File: config.mk
export PLATFORM = sky130hd
export DESIGN_NAME = opa_top
export DESIGN_NICKNAME = d
export VERILOG_FILES = /design/src/logic/opa_pkg.sv /design/src/logic/opa_ctrl_if.sv /design/src/logic/opa_pair_route.sv /design/src/logic/opa_top.sv
export SDC_FILE = /design/constraint.sdc
export NUM_CORES = 1
export LEC_CHECK = 0
export BUFFER_PORTS_ARGS = -buffer_cell sky130_fd_sc_hd__buf_4
export CAP_MARGIN = 5
export CORE_MARGIN = 4
export CORE_UTILIZATION = 45
export CTS_CLUSTER_SIZE = 28
export DETAILED_ROUTE_END_ITERATION = 8
export PLACE_DENSITY_LB_ADDON = 0.2
export SYNTH_ARGS = -nofsm -noshare
export SYNTH_HDL_FRONTEND = slang
export SYNTH_SLANG_ARGS = --single-unit
File: constraint.sdc
create_clock -name CLK -period 2.3 [get_ports CLK]
set_input_delay 0.23 -clock CLK [delete_from_list [all_inputs] [get_ports CLK]]
set_output_delay 0.23 -clock CLK [all_outputs]
set_load 0.005 [all_outputs]
File: src/logic/opa_pkg.sv
package opa_pkg;

  // ==========================================================
  // register byte offsets on the wishbone slave
  localparam logic [7:0] OFS_REMAP = 8'h00;
  localparam logic [7:0] OFS_MODCTL = 8'h04;
  localparam logic [7:0] OFS_STATUS = 8'h08;

  // ==========================================================
  // field layout
  localparam int CODE_W = 5;
  localparam int PAIRS = 3;
  localparam int PIN22_CODE_LSB = 0;
  localparam int PIN23_CODE_LSB = 8;
  localparam int PAIR_MODE_LSB = 8;
  localparam int HIGH_EN_LSB = 4;
  localparam int LOW_EN_LSB = 0;
  localparam int ST_HIGH_LSB = 0;
  localparam int ST_LOW_LSB = 4;
  localparam int ST_PIN22_BIT = 8;
  localparam int ST_PIN23_BIT = 9;
  localparam int ST_LARGE_BIT = 10;

  // ==========================================================
  // reset values
  localparam logic [4:0] CODE_RST = 5'h00;
  localparam logic [2:0] PAIR_MODE_RST = 3'h0;
  localparam logic [4:0] CODE_PORT = 5'h00;

  // ==========================================================
  // decoded register select
  typedef enum logic [1:0] {SEL_NONE, SEL_REMAP, SEL_MODCTL, SEL_STATUS} opa_sel_type;

  typedef struct packed {
    logic [4:0] pin22_function_code;
    logic [4:0] pin23_function_code;
    logic [2:0] pair_mode;
    logic [2:0] high_enable;
    logic [2:0] low_enable;
    logic ack;
    logic err;
    logic [31:0] rdata;
  } opa_state_type;

endpackage

File: src/logic/opa_ctrl_if.sv
`timescale 1ns/1ps

interface opa_ctrl_if;
  logic [2:0] pair_mode;
  logic [2:0] high_enable;
  logic [2:0] low_enable;
  logic [2:0] mod_high;
  logic [2:0] mod_low;
  logic [2:0] gpio_high_out;
  logic [2:0] gpio_high_oe;
  logic [2:0] gpio_low_out;
  logic [2:0] gpio_low_oe;
  logic [2:0] pin_high_out;
  logic [2:0] pin_high_oe;
  logic [2:0] pin_low_out;
  logic [2:0] pin_low_oe;
  logic [2:0] high_active;
  logic [2:0] low_active;

  modport ctrl (
    output pair_mode, high_enable, low_enable, mod_high, mod_low,
    output gpio_high_out, gpio_high_oe, gpio_low_out, gpio_low_oe,
    input pin_high_out, pin_high_oe, pin_low_out, pin_low_oe, high_active, low_active
  );
  modport route (
    input pair_mode, high_enable, low_enable, mod_high, mod_low,
    input gpio_high_out, gpio_high_oe, gpio_low_out, gpio_low_oe,
    output pin_high_out, pin_high_oe, pin_low_out, pin_low_oe, high_active, low_active
  );
endinterface

File: src/logic/opa_pair_route.sv
`timescale 1ns/1ps

module opa_pair_route #(
  parameter bit SECOND_MODULATOR = 1'b0
) (
  opa_ctrl_if.route ctl
);

  // ==========================================================
  // per pair drive selection
  genvar i;
  generate
    for (i = 0; i < opa_pkg::PAIRS; i++)
    begin : g_pair
      logic usable;
      logic low_drive;
      // the second modulator only has its first pair wired out
      assign usable = !(SECOND_MODULATOR && (i > 0));
      assign ctl.high_active[i] = ctl.high_enable[i] & usable;
      assign ctl.low_active[i] = ctl.low_enable[i] & usable;
      // complementary mode: low side is the inverse of the high side
      assign low_drive = ctl.pair_mode[i] ? ctl.mod_low[i] : ~ctl.mod_high[i];
      assign ctl.pin_high_out[i] = ctl.high_active[i] ? ctl.mod_high[i] : ctl.gpio_high_out[i];
      assign ctl.pin_high_oe[i] = ctl.high_active[i] ? 1'b1 : ctl.gpio_high_oe[i];
      assign ctl.pin_low_out[i] = ctl.low_active[i] ? low_drive : ctl.gpio_low_out[i];
      assign ctl.pin_low_oe[i] = ctl.low_active[i] ? 1'b1 : ctl.gpio_low_oe[i];
    end
  endgenerate

endmodule

File: src/logic/opa_top.sv
// Function
// - remap register holds pin 23 code in bits 12-8, pin 22 in 4-0, reset zero
// - remap bits 15-13 and 7-5 ignore writes and read zero
// - remap register exists only in the large package variant
// - modulator control holds three pair mode bits at 10-8, reset zero
// - pair mode 1 drives independent outputs, 0 drives complementary outputs
// - pin enable set gives pin to modulator, clear returns it to gpio
// - all pin enable bits reset to the nonvolatile fuse setting
// - second modulator has one pair; other pairs' bits have no effect
`timescale 1ns/1ps

module opa_top #(
  parameter bit LARGE_PACKAGE = 1'b1,
  parameter bit SECOND_MODULATOR = 1'b0
) (
  input wire logic CLK,
  input wire logic RSTN,
  input wire logic WB_CYC_I,
  input wire logic WB_STB_I,
  input wire logic WB_WE_I,
  input wire logic [7:0] WB_ADR_I,
  input wire logic [3:0] WB_SEL_I,
  input wire logic [31:0] WB_DAT_I,
  output logic [31:0] WB_DAT_O,
  output logic WB_ACK_O,
  output logic WB_ERR_O,
  input wire logic PIN_ENABLE_DEFAULT_FUSE,
  input wire logic [31:0] PERIPH_FUNC_OUT,
  input wire logic PORT_PIN22_OUT,
  input wire logic PORT_PIN22_OE,
  input wire logic PORT_PIN23_OUT,
  input wire logic PORT_PIN23_OE,
  output logic REMAPPABLE_PIN_22_O,
  output logic REMAPPABLE_PIN_22_OE,
  output logic REMAPPABLE_PIN_23_O,
  output logic REMAPPABLE_PIN_23_OE,
  input wire logic [2:0] MOD_HIGH_IN,
  input wire logic [2:0] MOD_LOW_IN,
  input wire logic [2:0] GPIO_HIGH_OUT,
  input wire logic [2:0] GPIO_HIGH_OE,
  input wire logic [2:0] GPIO_LOW_OUT,
  input wire logic [2:0] GPIO_LOW_OE,
  output logic [2:0] PAIR_HIGH_O,
  output logic [2:0] PAIR_HIGH_OE,
  output logic [2:0] PAIR_LOW_O,
  output logic [2:0] PAIR_LOW_OE
);

  // ==========================================================
  // decode helpers
  function automatic opa_pkg::opa_sel_type decode_addr(input logic [7:0] adr);
    opa_pkg::opa_sel_type sel;
    sel = opa_pkg::SEL_NONE;
    if (adr == opa_pkg::OFS_REMAP && LARGE_PACKAGE)
      sel = opa_pkg::SEL_REMAP;
    else if (adr == opa_pkg::OFS_MODCTL)
      sel = opa_pkg::SEL_MODCTL;
    else if (adr == opa_pkg::OFS_STATUS)
      sel = opa_pkg::SEL_STATUS;
    return sel;
  endfunction

  // only the two low byte lanes hold implemented bits
  function automatic logic [15:0] merge_lanes(input logic [15:0] old, input logic [31:0] dat,
                                             input logic [3:0] be);
    logic [15:0] res;
    res = old;
    if (be[0])
      res[7:0] = dat[7:0];
    if (be[1])
      res[15:8] = dat[15:8];
    return res;
  endfunction

  function automatic logic route_code(input logic [4:0] code, input logic [31:0] func,
                                      input logic port_val);
    logic res;
    res = port_val;
    if (code != opa_pkg::CODE_PORT)
      res = func[code];
    return res;
  endfunction

  // ==========================================================
  // state
  opa_pkg::opa_state_type state_r;
  opa_pkg::opa_state_type state_nxt;
  opa_pkg::opa_sel_type addr_sel;
  logic req;
  logic take;
  logic wr_strobe;
  logic [15:0] remap_image;
  logic [15:0] modctl_image;
  logic [15:0] status_image;
  logic [15:0] remap_new;
  logic [15:0] modctl_new;
  logic pin22_remapped;
  logic pin23_remapped;
  // index 0 stands for pin 22, index 1 for pin 23
  logic [1:0][opa_pkg::CODE_W-1:0] remap_code;
  logic [1:0] port_out;
  logic [1:0] remap_hit;
  logic [1:0] remap_out;

  opa_ctrl_if ctl ();

  assign req = WB_CYC_I & WB_STB_I;
  assign addr_sel = decode_addr(WB_ADR_I);
  // a held strobe is not taken twice: the answer must clear first
  assign take = req & ~state_r.ack & ~state_r.err;
  assign wr_strobe = req & state_r.ack & WB_WE_I;

  // ==========================================================
  // register images as software reads them
  always_comb
  begin
    remap_image = 16'h0000;
    if (LARGE_PACKAGE)
    begin
      remap_image[opa_pkg::PIN22_CODE_LSB +: opa_pkg::CODE_W] = state_r.pin22_function_code;
      remap_image[opa_pkg::PIN23_CODE_LSB +: opa_pkg::CODE_W] = state_r.pin23_function_code;
    end
    modctl_image = 16'h0000;
    modctl_image[opa_pkg::PAIR_MODE_LSB +: opa_pkg::PAIRS] = state_r.pair_mode;
    modctl_image[opa_pkg::HIGH_EN_LSB +: opa_pkg::PAIRS] = state_r.high_enable;
    modctl_image[opa_pkg::LOW_EN_LSB +: opa_pkg::PAIRS] = state_r.low_enable;
    status_image = 16'h0000;
    status_image[opa_pkg::ST_HIGH_LSB +: opa_pkg::PAIRS] = ctl.high_active;
    status_image[opa_pkg::ST_LOW_LSB +: opa_pkg::PAIRS] = ctl.low_active;
    status_image[opa_pkg::ST_PIN22_BIT] = pin22_remapped;
    status_image[opa_pkg::ST_PIN23_BIT] = pin23_remapped;
    status_image[opa_pkg::ST_LARGE_BIT] = LARGE_PACKAGE;
  end

  assign remap_new = merge_lanes(remap_image, WB_DAT_I, WB_SEL_I);
  assign modctl_new = merge_lanes(modctl_image, WB_DAT_I, WB_SEL_I);

  // ==========================================================
  // bus slave and register update
  always_comb
  begin
    state_nxt = state_r;
    state_nxt.ack = 1'b0;
    state_nxt.err = 1'b0;
    // answer one cycle after the request, drop it the cycle after
    if (take)
    begin
      state_nxt.rdata = 32'h0000_0000;
      unique case (addr_sel)
        opa_pkg::SEL_NONE:
          state_nxt.err = 1'b1;
        opa_pkg::SEL_REMAP:
        begin
          state_nxt.ack = 1'b1;
          state_nxt.rdata = {16'h0000, remap_image};
        end
        opa_pkg::SEL_MODCTL:
        begin
          state_nxt.ack = 1'b1;
          state_nxt.rdata = {16'h0000, modctl_image};
        end
        opa_pkg::SEL_STATUS:
        begin
          state_nxt.ack = 1'b1;
          state_nxt.rdata = {16'h0000, status_image};
        end
      endcase
    end
    // writes land on the edge where the master sees ack
    if (wr_strobe)
    begin
      unique case (addr_sel)
        opa_pkg::SEL_REMAP:
        begin
          state_nxt.pin22_function_code = remap_new[opa_pkg::PIN22_CODE_LSB +: opa_pkg::CODE_W];
          state_nxt.pin23_function_code = remap_new[opa_pkg::PIN23_CODE_LSB +: opa_pkg::CODE_W];
        end
        opa_pkg::SEL_MODCTL:
        begin
          state_nxt.pair_mode = modctl_new[opa_pkg::PAIR_MODE_LSB +: opa_pkg::PAIRS];
          state_nxt.high_enable = modctl_new[opa_pkg::HIGH_EN_LSB +: opa_pkg::PAIRS];
          state_nxt.low_enable = modctl_new[opa_pkg::LOW_EN_LSB +: opa_pkg::PAIRS];
        end
        opa_pkg::SEL_STATUS,
        opa_pkg::SEL_NONE:
          state_nxt.rdata = state_r.rdata;
      endcase
    end
  end

  always_ff @(posedge CLK)
  begin
    if (!RSTN)
    begin
      state_r.pin22_function_code <= opa_pkg::CODE_RST;
      state_r.pin23_function_code <= opa_pkg::CODE_RST;
      state_r.pair_mode <= opa_pkg::PAIR_MODE_RST;
      // fuse is a static strap; a synchronous reset may load it
      state_r.high_enable <= {opa_pkg::PAIRS{PIN_ENABLE_DEFAULT_FUSE}};
      state_r.low_enable <= {opa_pkg::PAIRS{PIN_ENABLE_DEFAULT_FUSE}};
      state_r.ack <= 1'b0;
      state_r.err <= 1'b0;
      state_r.rdata <= 32'h0000_0000;
    end
    else
      state_r <= state_nxt;
  end

  assign WB_ACK_O = state_r.ack;
  assign WB_ERR_O = state_r.err;
  assign WB_DAT_O = state_r.rdata;

  // ==========================================================
  // remappable pins; direction stays with the port logic
  assign remap_code[0] = state_r.pin22_function_code;
  assign remap_code[1] = state_r.pin23_function_code;
  assign port_out[0] = PORT_PIN22_OUT;
  assign port_out[1] = PORT_PIN23_OUT;

  genvar p;
  generate
    for (p = 0; p < 2; p++)
    begin : g_remap
      // without the remap register the port logic always keeps the pin
      assign remap_hit[p] = LARGE_PACKAGE && (remap_code[p] != opa_pkg::CODE_PORT);
      assign remap_out[p] = remap_hit[p] ?
        route_code(remap_code[p], PERIPH_FUNC_OUT, port_out[p]) : port_out[p];
    end
  endgenerate

  assign pin22_remapped = remap_hit[0];
  assign pin23_remapped = remap_hit[1];
  assign REMAPPABLE_PIN_22_O = remap_out[0];
  assign REMAPPABLE_PIN_23_O = remap_out[1];
  // remap moves only data; a pin set as input stays an input
  assign REMAPPABLE_PIN_22_OE = PORT_PIN22_OE;
  assign REMAPPABLE_PIN_23_OE = PORT_PIN23_OE;

  // ==========================================================
  // modulator pair pins
  assign ctl.pair_mode = state_r.pair_mode;
  assign ctl.high_enable = state_r.high_enable;
  assign ctl.low_enable = state_r.low_enable;
  assign ctl.mod_high = MOD_HIGH_IN;
  assign ctl.mod_low = MOD_LOW_IN;
  assign ctl.gpio_high_out = GPIO_HIGH_OUT;
  assign ctl.gpio_high_oe = GPIO_HIGH_OE;
  assign ctl.gpio_low_out = GPIO_LOW_OUT;
  assign ctl.gpio_low_oe = GPIO_LOW_OE;

  opa_pair_route #(
    .SECOND_MODULATOR(SECOND_MODULATOR)
  ) u_route (
    .ctl(ctl.route)
  );

  assign PAIR_HIGH_O = ctl.pin_high_out;
  assign PAIR_HIGH_OE = ctl.pin_high_oe;
  assign PAIR_LOW_O = ctl.pin_low_out;
  assign PAIR_LOW_OE = ctl.pin_low_oe;

endmodule

# After elaboration in Yosys (flattened, before gate mapping)
# Cells that the tools add are included.
[word_totals]
regBits = 53
input_bits = 104
elab_cells = 74
[op_classes]
bitwise_logic = 10
order_cmp = 2
n_mux = 34
eq_ne = 9
reduce_logical = 11
[ops]
columns = ["cell", "count"]
rows = [
  ["2-to-1 mux 32 bit", 2],
  ["2-to-1 mux 40 bit", 1],
  ["one-hot mux 13 bit (3 select lines)", 1],
  ["2-to-1 mux 34 bit", 1],
  ["2-to-1 mux 1 bit", 21],
  ["< comparator 5 x 6 -> 1 bit (second input constant)", 2],
  ["2-to-1 mux 6 bit", 2],
  ["AND reduction 3 bit", 4],
  ["binary-select mux 1 bit (select 5 bit)", 2],
  ["nonzero test 5 bit", 2],
  ["== test 8 x 3 -> 1 bit (second input constant)", 1],
  ["== test 8 x 4 -> 1 bit (second input constant)", 1],
  ["zero test 8 bit", 1],
  ["2-to-1 mux 7 bit", 1],
  ["2-to-1 mux 2 bit", 3],
  ["!= test 2 x 1 -> 1 bit (second input constant)", 3],
  ["bitwise AND 1 bit", 5],
  ["inverter 1 bit", 5],
  ["== test 2 bit (second input constant)", 2],
  ["OR reduction 3 bit", 1],
  ["== test 2 x 1 -> 1 bit (second input constant)", 1],
  ["zero test 2 bit", 1],
  ["!= test 2 bit (second input constant)", 1],
  ["AND reduction 2 bit", 1],
  ["OR reduction 2 bit", 1],
]

# Logic depth before layout (Yosys ltp)
# Gate-level depths: netlist of run 1.
[depth]
ltp_word = 11
mapped_depth = 7

# Cells and area by module
# A second synthesis of run 1 with hierarchy kept.
[hier_totals]
hier_cells = 302
hier_area_um2 = 2857.7
[by_module_without_submodules]
columns = ["mod", "area_each_um2", "seq_area_each_um2", "cells_each", "instances"]
rows = [
  ["opa_top", 2681.3, 1121.1, 275, 1],
  ["opa_pair_route", 176.4, 0.0, 27, 1],
]

# Worst setup path after synthesis of run 1
# Ideal clock, no wire load.
[synth_path]
kind = "reg-to-output"
start = "reg state_r (netlist bit remap_code[5])"
end = "out REMAPPABLE_PIN_23_O"
stages_incl_launch_ff = 6
setup_slack_ns = 0.349
arrival_ns = 1.721
path_cell_list = "dfxtp_1 > buf_6 > mux4_2 > mux4_2 > a211oi_2 > a21oi_1"
[synth_between]
elab_chain_len = 3
[synth_lines]
columns = ["item", "line_no", "rtl"]
rows = [
  ["start, declared", "opa_top.sv:86", "opa_pkg::opa_state_type state_r;"],
  ["start signal, assigned", "opa_top.sv:206", "state_r <= state_nxt;"],
  ["binary-select mux 1 bit (select 5 bit)", "opa_top.sv:80", "res = func[code];"],
  ["2-to-1 mux 1 bit (not written as such)", "opa_top.sv:80", ""],
  ["2-to-1 mux 1 bit *", "opa_top.sv:226", "assign remap_out[p] = remap_hit[p] ?"],
  ["end, declared", "opa_top.sv:35", "output logic REMAPPABLE_PIN_23_O,"],
]
# Every way passes the cells marked *; elsewhere a longest branch is shown, timed or not. The select of a mux whose other input is x is not followed.

# Final worst setup path of run 1
# Ends and elaborated chain as after synthesis.

==> results of run 1 <==
-- layout make-up --
cell class | instances | area, µm² | area share (%)
flip-flops and latches | 53 | 1130 | 28.8
repair buffers | 134 | 1020 | 26.1
clock inverters | 3 | 21.3 | 0.543
multi-input cells | 200 | 1580 | 40.2
well taps | 75 | 93.8 | 2.39
clock buffers | 5 | 68.8 | 1.76
inverters | 3 | 11.3 | 0.287
-- path summary, 6_finish.rpt --
path	startpoint	to	slack (ns)	depth (start not counted)
max reg2reg	remap_code[1]	register	0.49	5
min reg2reg	register	register	0.48	2
max	remap_code[5]	REMAPPABLE_PIN_23_O	-0.02	5
min	WB_DAT_I[3]	remap_code[3]	0.18	3
-- cells by family (layout without fill, tap and decap cells) --
family | count (synthesis) | count (layout) | share of synthesized area (%)
AO/OA/AOI/OAI | 50 | 50 | 12.3
buffers and inverters | 23 | 145 | 3.82
flip-flops | 53 | 53 | 39.8
multiplexers | 48 | 48 | 22.0
AND/OR/NAND/NOR | 102 | 102 | 22.1
-- power breakdown --
group | internal (mW) | switching [mW]
combinational | 0.167 | 0.111
sequential | 0.945 | 0.0152
clock | 0.217 | 0.312
-- worst min-delay path: cells and delay by family --
family,cells,cell delay (ns)
buffers and inverters,1,0.07
muxes,1,0.05
and+or+nand+nor,1,0.09
-- layer usage --
metal / wire, µm / vias to the layer above / track usage (%)
met5: 0 / - / 0
met4: 65 / 0 / 4.88
met3: 568 / 9 / 5.49
met2: 4030 / 75 / 36.5
met1: 3330 / 1264 / 26.9
li1: - / 1258 / -
-- stage by stage --
step	util [%]	setup TNS (ns)	instances	hold slack, ns	area (µm²)
after floorplan	-	0	276	0.399	2820
after global placement	63.7	0	464	0.450	3810
after detailed placement	63.7	0	464	0.460	3810
after CTS	65.3	-0.0198	473	0.176	3910
after global routing	65.4	-0.0911	473	0.189	3920
final	65.4	-0.0173	473	0.183	3920
-- cells in the final DEF, fill, tap and decap left out, drive strengths merged, types with 3 or more instances in the layout --
| cell type | Yosys | layout |
|---|---|---|
| buf | 8 | 134 |
| dfxtp | 47 | 47 |
| mux2i | 36 | 36 |
| nor2b | 27 | 27 |
| and3 | 20 | 20 |
| nand2 | 15 | 15 |
| a21oi | 13 | 13 |
| nor2 | 10 | 10 |
| a22oi | 10 | 10 |
| mux4 | 9 | 9 |
| a21o | 6 | 6 |
| nor3 | 6 | 6 |
| or2 | 6 | 6 |
| edfxtp | 6 | 6 |
| clkbuf | 12 | 5 |
| nor4 | 5 | 5 |
| o21ai | 4 | 4 |
| inv | 3 | 4 |
| and2 | 3 | 3 |
| a22o | 3 | 3 |
| a221oi | 3 | 3 |
| nand2b | 3 | 3 |
| mux2 | 3 | 3 |
| nand3 | 3 | 3 |
| a21boi | 3 | 3 |
-- timing repair --
action,in CTS,in global routing
setup endpoints to repair,2,2
gates resized for setup,9,3
hold endpoints to repair,0,0
pin swaps,1,0
setup buffers,1,0
==> impl_metrics.yaml, run 1 <==
run_status:
  status: "finished, violations left"
  violations: "negative setup slack"
clock_tree:
  worstSkewPairLatency_ns: 0.30
  cts_hold_buf: 0
  htreeDepth: 2
  cts_buffer_depth: 2
  cts_made_buffers: 5
  cts_tree: "done"
  cts.sinks: 53
  cts-root-buf: "clkbuf_8"
  path_clk_slew_ns: 0.10
synthesis:
  synthDistinctLibCells: 42
  syn_area_um2: 2820
  synth_cells: 276
  yosysMostFrequentCell: "dfxtp_1"
  yosys-top-cells-area: "dfxtp_1 33%, mux2i_1 13%, edfxtp_1 6.4%"
  ys_seq_area_share_pct: 39.8
  yosysTopAreaCellShare_pct: 33.4
  yosysTopAreaCell: "dfxtp_1"
  synth_common_cells: "47 x dfxtp_1, 36 x mux2i_1, 27 x nor2b_1"
  mappedNetlistNets: 380
  async_flop_share_pct: 0
  synth_ff_type: "dfxtp_1"
  yosysWarnings: 0
  ys_ff_latch: 53
  synth_edf_count: 6
  avgSynthCellArea_um2: 10.2
layout:
  area_growth_pct: 39.1
  diodes: 0
  drive_gt1_share_pct: 41.7
  fill_cells: 510
  nets: 501
critical_path:
  cp.arrival_ns: 2.09
  cpPeakStageDelay_ns: 0.52
  critical-path-top-delay-family: "multiplexers"
  crit_path_max_fanout: 7
  cp-start-kind: "register"
  critPathSlowestCell: "mux4_2"
  worstPathCellList: "mux4_2, mux4_2, a211oi_2, a21oi_1, buf_4"
  crit_type: "reg2out"
  cp_common_cell: "mux4_2"
  crit_required_ns: 2.07
  cp-end-kind: "output port"
  crit_buf_inv: 1
timing:
  worst_pin_slew_ns: 0.638
  rsz0062_at_grt: "yes"
  worst_slack_ns: -0.0173
  fin_skew_ns: 0.00324
  slew_viol_final: 0
  max_freq_ghz: 0.432
  hold_viol: 0
  period_minus_slack_ns: 2.32
  post-route-period-util_pct: 101
  finalSetupViolCount: 1
  relSlewSlack_pct: 57.4
route:
  ant_nets: 0
  wl_per_cell_um: 16.9
  drc: 0
  first_pass_iters: 4
  dr_total_vias: 2606
  drt-initial-drc-count: 132
  via_per_inst: 5.51
  wirelength_um: 7990
global_routing:
  grt_pass1_wl_um: 13000
  track_usage_pct: 21.3
  grt_pass1_vias: 2738
  grt_max_degree: 51
  antenna_found_initial: 0
  overflow: 0
power_and_ir_drop:
  power_mw: 1.77
  p_per_area_nw_per_um2: 451
  p_leak_nw: 1.69
  ir_drop_mv: 0.369
floorplan:
  initial_utilization_pct: 47.1
  core_um2: 5990
  rows: 28
  ioPinCount: 154
  die-area_um2: 7590
  die_height_um: 87.1
  die_w_um: 87.1
placement:
  dp_hpwl_um: 6010
  io_buffers: 127
  pre_cts_slack_ns: 0.0243
  place.gp.congestion: 0.820
hold_path:
  hold_path.class: "in2reg"
run:
  cap_violations: 0
No activity file was read; power rests on OpenSTA's default activity.
==> run 2: changes to the inputs <==
--- a/config.mk
+++ b/config.mk
@@ -8,7 +8,7 @@
 export BUFFER_PORTS_ARGS = -buffer_cell sky130_fd_sc_hd__buf_4
 export CAP_MARGIN = 5
 export CORE_MARGIN = 4
-export CORE_UTILIZATION = 45
+export CORE_UTILIZATION = 40
 export CTS_CLUSTER_SIZE = 28
 export DETAILED_ROUTE_END_ITERATION = 8
 export PLACE_DENSITY_LB_ADDON = 0.2
==> constraint.sdc (replaced) <==
create_clock -name CLK -period 1.96 [get_ports CLK]
set_input_delay 0.196 -clock CLK [delete_from_list [all_inputs] [get_ports CLK]]
set_output_delay 0.196 -clock CLK [all_outputs]
set_load 0.005 [all_outputs]
==> run 2 against run 1 <==
Net effect:
- the flow still finishes with violations (negative setup slack)
- sequential power grew 18%
- via count grew 0.35%
- count of clock-buffer cells in the layout is the same
- setup slack lost 0.30 ns
- non-clock buffer count grew 14
- critical path type unchanged
- highest routed layer unchanged
==> impl_metrics.yaml, run 2 (synthesis results as in run 1) <==
critical_path:
  crit_type: "reg2out"
  critPathSlowestCell: "mux4_2"
  critical-path-top-delay-family: "multiplexers"
  cp.arrival_ns: 2.09
  crit_path_max_fanout: 6
  cp-start-kind: "register"
  cp-end-kind: "output port"
  cpPeakStageDelay_ns: 0.50
  worstPathCellList: "buf_6, mux4_2, mux4_2, inv_2, a21oi_2, buf_4"
  crit_buf_inv: 3
  cp_common_cell: "mux4_2"
  crit_required_ns: 1.76
clock_tree:
  cts.sinks: 53
  cts_tree: "done"
  cts_buffer_depth: 2
  cts_made_buffers: 5
  cts_hold_buf: 0
  worstSkewPairLatency_ns: 0.31
  path_clk_slew_ns: 0.10
  htreeDepth: 2
  cts-root-buf: "clkbuf_8"
floorplan:
  die_height_um: 92.0
  ioPinCount: 154
  core_um2: 6830
  rows: 30
  die_w_um: 92.0
  initial_utilization_pct: 41.3
  die-area_um2: 8450
route:
  wirelength_um: 8430
  wl_per_cell_um: 16.6
  dr_total_vias: 2615
  ant_nets: 0
  first_pass_iters: 4
  via_per_inst: 5.15
  drc: 0
  drt-initial-drc-count: 147
placement:
  dp_cells: 491
  place.gp.congestion: 0.952
  io_buffers: 127
  dp_hpwl_um: 6240
timing:
  max_freq_ghz: 0.438
  relSlewSlack_pct: 63.7
  finalSetupViolCount: 2
  worst_slack_ns: -0.321
  rsz0062_at_grt: "yes"
  fin_skew_ns: 0.00870
  period_minus_slack_ns: 2.28
  post-route-period-util_pct: 116
  hold_viol: 0
  setup_tns_ns: -0.575
  slew_viol_final: 0
  worst_pin_slew_ns: 0.542
layout:
  layout_common_cells: "143 x buf_4, 42 x dfxtp_1, 36 x mux2i_1"
  ff_latch_area_um2: 1130
  fin_util_pct: 60.3
  multi_input_area_um2: 1610
  drive_gt1_share_pct: 46.6
  nets: 515
  area_growth_pct: 46.0
  fill_cells: 612
  stdcell_count: 508
  final_common_cell: "buf_4"
  diodes: 0
run_status:
  status: "finished, violations left"
  violations: "negative setup slack"
global_routing:
  grt_pass1_wl_um: 13400
  overflow: 0
  grt_max_degree: 51
  track_usage_pct: 19.7
  grt_pass1_vias: 2684
  antenna_found_initial: 0
power_and_ir_drop:
  p_leak_nw: 1.77
  power_mw: 2.12
  p_per_area_nw_per_um2: 515
  ir_drop_mv: 0.363
run:
  cap_violations: 0
hold_path:
  hold_path.class: "in2reg"
-- run 2: changes by cell type in the layout (fill, tap and decap cells not counted), moves of 2 or more --
cell / change
a221oi_2: +3
a221oi_1: -3
dfxtp_1: -2
a21oi_2: +2
dfxtp_2: +2
buf_4: +11
a21oi_1: -2
buf_6: +2
-- run 2: worst register-to-register path: cells and delay by family (launching register included) --
family	cells	cell delay, ns
buffers and inverters	1	0.19
AO/OA/AOI/OAI	2	0.26
AND/OR/NAND/NOR	3	0.82
flip-flops	1	0.37
-- run 2: area by class of cell --
class                   count  area share, %
inverters                   3          0.274
flip-flops and latches     53           27.4
repair buffers            148           27.9
clock buffers               5           1.67
well taps                  96           2.92
multi-input cells         200           39.1
clock inverters             3          0.699
-- run 2: per-stage QoR --
| step | cell area (µm²) | setup WS (ns) | hold slack (ns) |
|---|---|---|---|
| 2_1_floorplan | 2820 | 0.0426 | 0.365 |
| 3_3_place_gp | 3900 | -0.169 | 0.392 |
| 3_5_place_dp | 3900 | -0.203 | 0.392 |
| 4_1_cts | 4060 | -0.328 | 0.137 |
| 5_1_grt | 4120 | -0.392 | 0.134 |
| 6_report | 4120 | -0.321 | 0.138 |
-- run 2: worst paths after layout --
path                               to           from  cells after the start  slack, ns
setup reg to reg             register  remap_code[1]                      6       0.22
hold reg to reg              register       register                      2       0.47
hold / removal          remap_code[8]   WB_DAT_I[11]                      3       0.14
setup / recovery  REMAPPABLE_PIN_23_O  remap_code[5]                      6      -0.32
-- run 2: what timing repair did --
item,in CTS,in global routing
setup endpoints to repair,2,2
resized for setup,16,8
pin swaps,4,8
setup buffers,5,4
hold endpoints to repair,0,0
-- run 2: report_power, final --
part	switching [mW]	internal, mW	total [mW]
Clock	0.394	0.268	0.661
Sequential	0.0164	1.11	1.13
Combinational	0.133	0.200	0.334
-- run 2: routing by layer --
layer	global-route usage (%)	share of wire, %	up-vias
li1	-	-	1278
met1	24.6	43	1229
met5	0	0	-
met4	6.93	2.2	0
met3	5.58	7.2	14
met2	32.6	48	94
